$ cat src/hw/grs_pkg.sv
// constants and types shared by the gain ranging sample sequencer
// Overview of operation
// - while encode is high the peak detector tracks the input, both signs.
// - an encode fall latches the peak and sets that input's attenuator.
// - that same fall enables the gain stage and puts the hold in track.
// - the next encode rise puts the track-and-hold in hold.
// - the next fall converts the held value onto the data outputs.
// - each word carries its gain code: 11-bit mantissa, 3-bit exponent.
// - select pins at binary 10 sample input A on every encode cycle.
// - select pins at binary 11 alternate A and B, halving each rate.
// - a clamp discharges the external filter network between samples.
// - a tripped peak comparator stays set until the next encode fall.
// - five comparators 6 dB apart are encoded into a 3-bit gain code.
// - gain-code changes carry 6 dB of hysteresis against toggling.
package grs_pkg;
    localparam int GRS_MANT_W = 11;
    localparam int GRS_EXP_W = 3;
    localparam int GRS_CMP_N = 5;
    localparam logic [1:0] GRS_SEL_A_ONLY = 2'h2;
    localparam logic [1:0] GRS_SEL_ALT = 2'h3;
    localparam logic [2:0] GRS_CODE_MAX = 3'h5;
    localparam logic [2:0] GRS_CODE_RST = 3'h0;
    localparam logic [10:0] GRS_MANT_RST = 11'h000;
    localparam logic [4:0] GRS_TRIP_RST = 5'h00;

    // encode edge events seen by the sequencer
    typedef enum logic [1:0] {GRS_ENC_IDLE, GRS_ENC_RISE, GRS_ENC_FALL}
        grs_edge_e;

    // thermometer of tripped comparators to a gain code: one per 6 dB
    function automatic logic [2:0] grs_therm_code(input logic [4:0] t);
        logic [2:0] c;
        c = 3'h0;
        for (int i = 0; i < GRS_CMP_N; i++)
        begin
            if (t[i])
                c = 3'(i + 1);
        end
        return c;
    endfunction : grs_therm_code
endpackage : grs_pkg

$ cat src/hw/grs_edge_if.sv
// interface carrying synchronised encode edge events between modules
`timescale 1ns/1ns
interface grs_edge_if;
    import grs_pkg::*;
    logic enc_level;
    logic rise;
    logic fall;
    modport src (output enc_level, output rise, output fall);
    modport dst (input enc_level, input rise, input fall);
endinterface : grs_edge_if

$ cat src/hw/grs_enc_sync.sv
// encode pin synchroniser and edge detector
`timescale 1ns/1ns
module grs_enc_sync
    import grs_pkg::*;
(
    input wire logic clk,
    input wire logic sys_rst,
    input wire logic encode,
    grs_edge_if.src ev
);
    typedef struct packed {
        logic s1;
        logic s2;
        logic s3;
    } grs_sync_s;

    grs_sync_s st_r;
    grs_sync_s st_nxt;

    // three stages; a change counts while stages two and three differ
    always_comb
    begin
        st_nxt = st_r;
        st_nxt.s1 = encode;
        st_nxt.s2 = st_r.s1;
        st_nxt.s3 = st_r.s2;
    end

    always_ff @(posedge clk)
    begin
        if (sys_rst)
            st_r <= '0;
        else
            st_r <= st_nxt;
    end

    // s1 is never read here, only by s2
    assign ev.enc_level = st_r.s3;
    assign ev.rise = st_r.s2 & ~st_r.s3;
    assign ev.fall = ~st_r.s2 & st_r.s3;
endmodule : grs_enc_sync

$ cat src/hw/grs_sequencer.sv
// gain ranging sample sequencer top
`timescale 1ns/1ns
module grs_sequencer
    import grs_pkg::*;
(
    input wire logic clk,
    input wire logic sys_rst,
    input wire logic encode,
    input wire logic [1:0] input_sel,
    input wire logic [4:0] peak_trip,
    input wire logic [10:0] conv_word,
    output logic peak_track_en,
    output logic peak_clear,
    output logic [2:0] atten_a,
    output logic [2:0] atten_b,
    output logic chan_b_sel,
    output logic gain_en,
    output logic th_track,
    output logic conv_start,
    output logic filter_clamp,
    output logic [10:0] data_out,
    output logic [2:0] gain_exp,
    output logic data_chan_b,
    output logic data_valid
);
    grs_edge_if ev ();

    grs_enc_sync u_sync (
        .clk(clk),
        .sys_rst(sys_rst),
        .encode(encode),
        .ev(ev)
    );

    typedef struct packed {
        logic [4:0] trip;
        logic [2:0] code_a;
        logic [2:0] code_b;
        logic chan_b;
        logic [2:0] held_code;
        logic held_chan_b;
        logic held_ok;
        logic gain_en;
        logic th_track;
        logic conv;
        logic [10:0] data;
        logic [2:0] exp;
        logic data_b;
        logic valid;
        logic [1:0] sel;
    } grs_state_s;

    grs_state_s st_r;
    grs_state_s st_nxt;

    // hysteresis: rise at once, fall only when 12 dB or more below the present range
    function automatic logic [2:0] grs_hyst(input logic [2:0] cur,
        input logic [2:0] raw);
        logic [2:0] r;
        r = cur;
        if (raw > cur)
            r = raw;
        else if (raw + 3'h1 < cur)
            r = raw + 3'h1;
        return r;
    endfunction : grs_hyst

    // sequencing on encode edges seen through the synchroniser
    always_comb
    begin
        logic [2:0] raw;
        logic [2:0] code;
        raw = grs_therm_code(st_r.trip);
        code = 3'h0;
        st_nxt = st_r;
        st_nxt.conv = 1'b0;
        st_nxt.valid = 1'b0;
        st_nxt.sel = input_sel;
        // comparators latch while encode is high, both polarities
        if (ev.enc_level && !ev.fall)
            st_nxt.trip = st_r.trip | peak_trip;
        if (ev.rise)
        begin
            st_nxt.th_track = 1'b0;
            st_nxt.held_ok = st_r.gain_en;
        end
        if (ev.fall)
        begin
            st_nxt.trip = GRS_TRIP_RST;
            if (st_r.chan_b)
            begin
                code = grs_hyst(st_r.code_b, raw);
                st_nxt.code_b = code;
            end
            else
            begin
                code = grs_hyst(st_r.code_a, raw);
                st_nxt.code_a = code;
            end
            st_nxt.held_code = code;
            st_nxt.held_chan_b = st_r.chan_b;
            st_nxt.gain_en = 1'b1;
            st_nxt.th_track = 1'b1;
            // previously held sample converts now, with its own code
            if (st_r.held_ok)
            begin
                st_nxt.conv = 1'b1;
                st_nxt.data = conv_word;
                st_nxt.exp = st_r.held_code;
                st_nxt.data_b = st_r.held_chan_b;
                st_nxt.valid = 1'b1;
            end
            // next channel depends on the select mode and the present channel
            if (st_r.sel == GRS_SEL_ALT)
                st_nxt.chan_b = ~st_r.chan_b;
            else
                st_nxt.chan_b = 1'b0;
        end
        if (sys_rst)
            st_nxt.sel = GRS_SEL_A_ONLY;
    end

    always_ff @(posedge clk)
    begin
        if (sys_rst)
        begin
            st_r <= '0;
            st_r.code_a <= GRS_CODE_RST;
            st_r.code_b <= GRS_CODE_RST;
            st_r.data <= GRS_MANT_RST;
            st_r.sel <= GRS_SEL_A_ONLY;
        end
        else
            st_r <= st_nxt;
    end

    // analog controls; clamp whenever the track-and-hold is not tracking
    assign peak_track_en = ev.enc_level;
    assign peak_clear = ev.fall;
    assign atten_a = st_r.code_a;
    assign atten_b = st_r.code_b;
    assign chan_b_sel = st_r.chan_b;
    assign gain_en = st_r.gain_en;
    assign th_track = st_r.th_track;
    assign conv_start = st_r.conv;
    assign filter_clamp = ~st_r.th_track;
    assign data_out = st_r.data;
    assign gain_exp = st_r.exp;
    assign data_chan_b = st_r.data_b;
    assign data_valid = st_r.valid;
endmodule : grs_sequencer

$ cat config.mk
export PLATFORM = sky130hd
export DESIGN_NAME = grs_sequencer
export DESIGN_NICKNAME = d
export VERILOG_FILES = /design/src/hw/grs_pkg.sv /design/src/hw/grs_edge_if.sv /design/src/hw/grs_enc_sync.sv /design/src/hw/grs_sequencer.sv
export SDC_FILE = /design/constraint.sdc
export NUM_CORES = 1
export LEC_CHECK = 0
export BUFFER_PORTS_ARGS = -buffer_cell sky130_fd_sc_hd__buf_4
export CORE_MARGIN = 2
export CORE_UTILIZATION = 47
export DETAILED_ROUTE_END_ITERATION = 10
export PLACE_DENSITY_LB_ADDON = 0.1
export SYNTH_ARGS = -nofsm -noshare
export SYNTH_HDL_FRONTEND = slang
export SYNTH_SLANG_ARGS = --single-unit
$ cat constraint.sdc
create_clock -name clk -period 2.74 [get_ports clk]
set_clock_uncertainty 0.15 [all_clocks]
set_input_delay 0.411 -clock clk [delete_from_list [all_inputs] [get_ports clk]]
set_output_delay 0.411 -clock clk [all_outputs]
set_load 0.005 [all_outputs]
==> reports/results.tsv <==
metric	value	unit
final antenna-violating net count	0	
Setup Crit Path Kind	reg2reg	
top_reg_cell synth	dfxtp_1	
Data arrival, critical path	2.82	ns
area grow syn2layout	25.4	%
worst vdd ir	0.445	mV
Post-synth EDFFs	0	
Hold Vio Cnt, Final	0	
slew of the pin with the lowest slew margin	0.524	ns
Die Footprint	0.00478	mm²
launch point of the worst reg-to-reg path	st_r[33]	
Max Slew Vio Count	0	
die width	69.2	µm
DRC viols	0	
placed cells	313	
global-route total usage across every layer	0.165	
ANT cells	0	
Setup-failing EPs final	1	
Reg clk slew, reported paths	0.07	ns
Mapped Cells	233	
first-pass GRT wire length	6640	µm
# IOs	50	
PD cells	418	mW/mm²
total core area	0.00406	mm²
r2r worst-path depth	10	
synthesized area	0.00200	mm²
Yosys reg bits	40	
layout cells sized above 1	0.311	
routed len/inst	12.8	µm
WHS Path Cells	2	
dpl ws	-0.0233	ns
GRT Residual Overflow	0	
Nets	309	
Final WS setup	-0.00232	ns
CTS Root Cell	clkbuf_8	
Initial Utilization	0.492	
CP max-delay cell	or3b_1	
top cells by area, synth	dfxtp_1, ha_1, buf_4, nand2_1, a21oi_1	
Synth cell types	43	
final hold slack	0.159	ns
status	finished with violations	
Min-Delay Endpoint	st_r[1]	
Slew HR	0.650	
H-tree depth	2	
top post-synthesis cells by count	nand2_1, dfxtp_1, a21oi_1	
cell taking the most area after synthesis	dfxtp_1	
CTS Buffer Depth	2	
Seq/Total Area, Yosys	0.401	
post-route minimum period	2.74	ns
Pre-Repair DR Iteration Count	4	
Finished Layout Cells	323	
Routed WL	4130	µm
worst-path fanout max	3	
worst hold path type	in2reg	
FP Rows	23	
max cap viols	0	
Final Cycle Share	1.00	
Most common cell on crit path	ha_4	
largest net degree at the start of global routing	41	
DIE HEIGHT	69.2	µm
CP endpoint kind	flip-flop	
worst path required time	2.82	ns
vias per cell	5.05	
Initial DRC Count	64	
Final HPWL DP	2980	µm
critical path, cell by cell	nor3b_1, a211o_1, ha_4, xnor2_4, ha_4, a21o_1, o21bai_4, or3b_1, a311oi_2, a311o_2	
YS warnings	0	
vias in the first global route	1427	
RSZ-0062 raised after global routing	yes	
Largest stage delay, worst path	0.39	ns
Synth top area share	0.401	
LEAKAGE	1.08	nW
port buffer count	49	
delay-heaviest family, CP	compound AO/OA/AOI/OAI gates	
Worst-Skew Late Latency	0.28	ns
initial antenna violation count	0	
Num CTS Buffers	5	
GPL Wtd Cong	0.861	
CP bufs+invs	0	
clock sinks	40	
CTS tree	yes	
Setup TNS	-0.00232	ns
failing checks	negative setup slack	
Avg Cell Area, Syn	8.57	µm²
cell with the most instances after synthesis	nand2_1	
ys async rst share	0	
Via Count	1630	
reg2reg end	st_r[23]	
hold path startpoint	input_sel[1]	
Net Count, Synth	270	
Startpoint Class	flip-flop	
Max Freq	0.365	GHz
reg-to-reg slack, setup	-0.002	ns
# hold bufs at CTS	0	
final core occ	0.617	
[what timing repair did]
action,4_1_cts,5_1_grt
hold endpoints to repair,0,0
pin swaps,0,9
gates cloned,0,0
gates resized for setup,1,10
setup buffers,0,2
endpoints found under the setup margin,2,5
[routing by layer]
metal | up-vias | global-route usage | wire, µm | part of all wire
met4 | 0 | 0.0261 | 61 | 0.015
met1 | 720 | 0.224 | 1950 | 0.47
met2 | 49 | 0.272 | 1900 | 0.46
li1 | 855 | - | - | -
met5 | - | 0 | 0 | 0
met3 | 6 | 0.0395 | 218 | 0.053
[how the worst max path moves through the flow]
stage	startpoint	endpoint	slack, ns	depth (start not counted)
final	st_r[33]	st_r[23]	-0.002	10
after global routing	st_r[33]	st_r[23]	-0.04	10
after CTS	st_r[33]	st_r[23]	0.005	10
after detailed placement	st_r[33]	st_r[23]	-0.02	10
after global placement	st_r[33]	st_r[23]	0.05	10
after floorplan	st_r[36]	st_r[23]	0.01	10
[placed cells by master (no fill, tap or decap), types with 2 or more instances in the layout]
master     n
buf_4     61
nand2_1   41
dfxtp_1   39
a21oi_1   27
ha_1      14
inv_1     13
nor2_1     8
nor3_1     7
clkbuf_8   6
mux2i_1    5
o21ai_0    4
nor2b_1    3
a211o_1    2
nand3b_1   2
or2_2      2
a221o_1    2
a21o_1     2
a31oi_1    2
ha_4       2
[worst register-to-register path: stages (launching register included)]
cell,delay (ns)
dfxtp_1,0.31
nor3b_1,0.13
a211o_1,0.28
ha_4,0.20
xnor2_4,0.22
ha_4,0.24
a21o_1,0.17
o21bai_4,0.18
or3b_1,0.39
a311oi_2,0.28
a311o_2,0.15
[registers in the layout, summed over array words and instances (netlist names), 2 cells and up]
register	flops
atten_a	3
st_r	12
gain_exp	3
atten_b	3
data_out	11
u_sync.st_nxt	2
[stage by stage]
step / cell area (µm²) / total power (W)
after CTS: 2420 / 0.00106
after global routing: 2500 / 0.00109
after global placement: 2320 / 0.000664
final: 2500 / 0.00105
after detailed placement: 2320 / 0.000664
after floorplan: 2000 / 0.000630
[final cells by class]
cell class                      count  area, µm²
Clock inverter                      1       7.51
Tap cell                           50       62.6
Fill cell                         354       1560
Timing Repair Buffer               61        458
Inverter                           14       52.6
Multi-Input combinational cell    150       1030
Clock buffer                        7       86.3
Sequential cell                    40        802
[cell families (layout without fill, tap and decap cells)]
family	count (synthesis)	in the layout	synth area share
XOR/XNOR	1	1	0.00439
multiplexers	6	6	0.0307
flip-flops	40	40	0.401
buffers and inverters	43	83	0.120
AND/OR/NAND/NOR	73	73	0.167
adder cells (fa/ha/maj)	16	16	0.100
AO/OA/AOI/OAI	54	54	0.176
[power breakdown]
group	leakage [nW]	internal, W	switching, W	total, W
clock	0.0445	0.000204	0.000186	0.000391
combinational	0.715	0.0000354	0.0000310	0.0000664
sequential	0.324	0.000586	0.00000293	0.000589
total	1.08	0.000826	0.000220	0.00105
No activity file was read; power rests on OpenSTA's default activity.
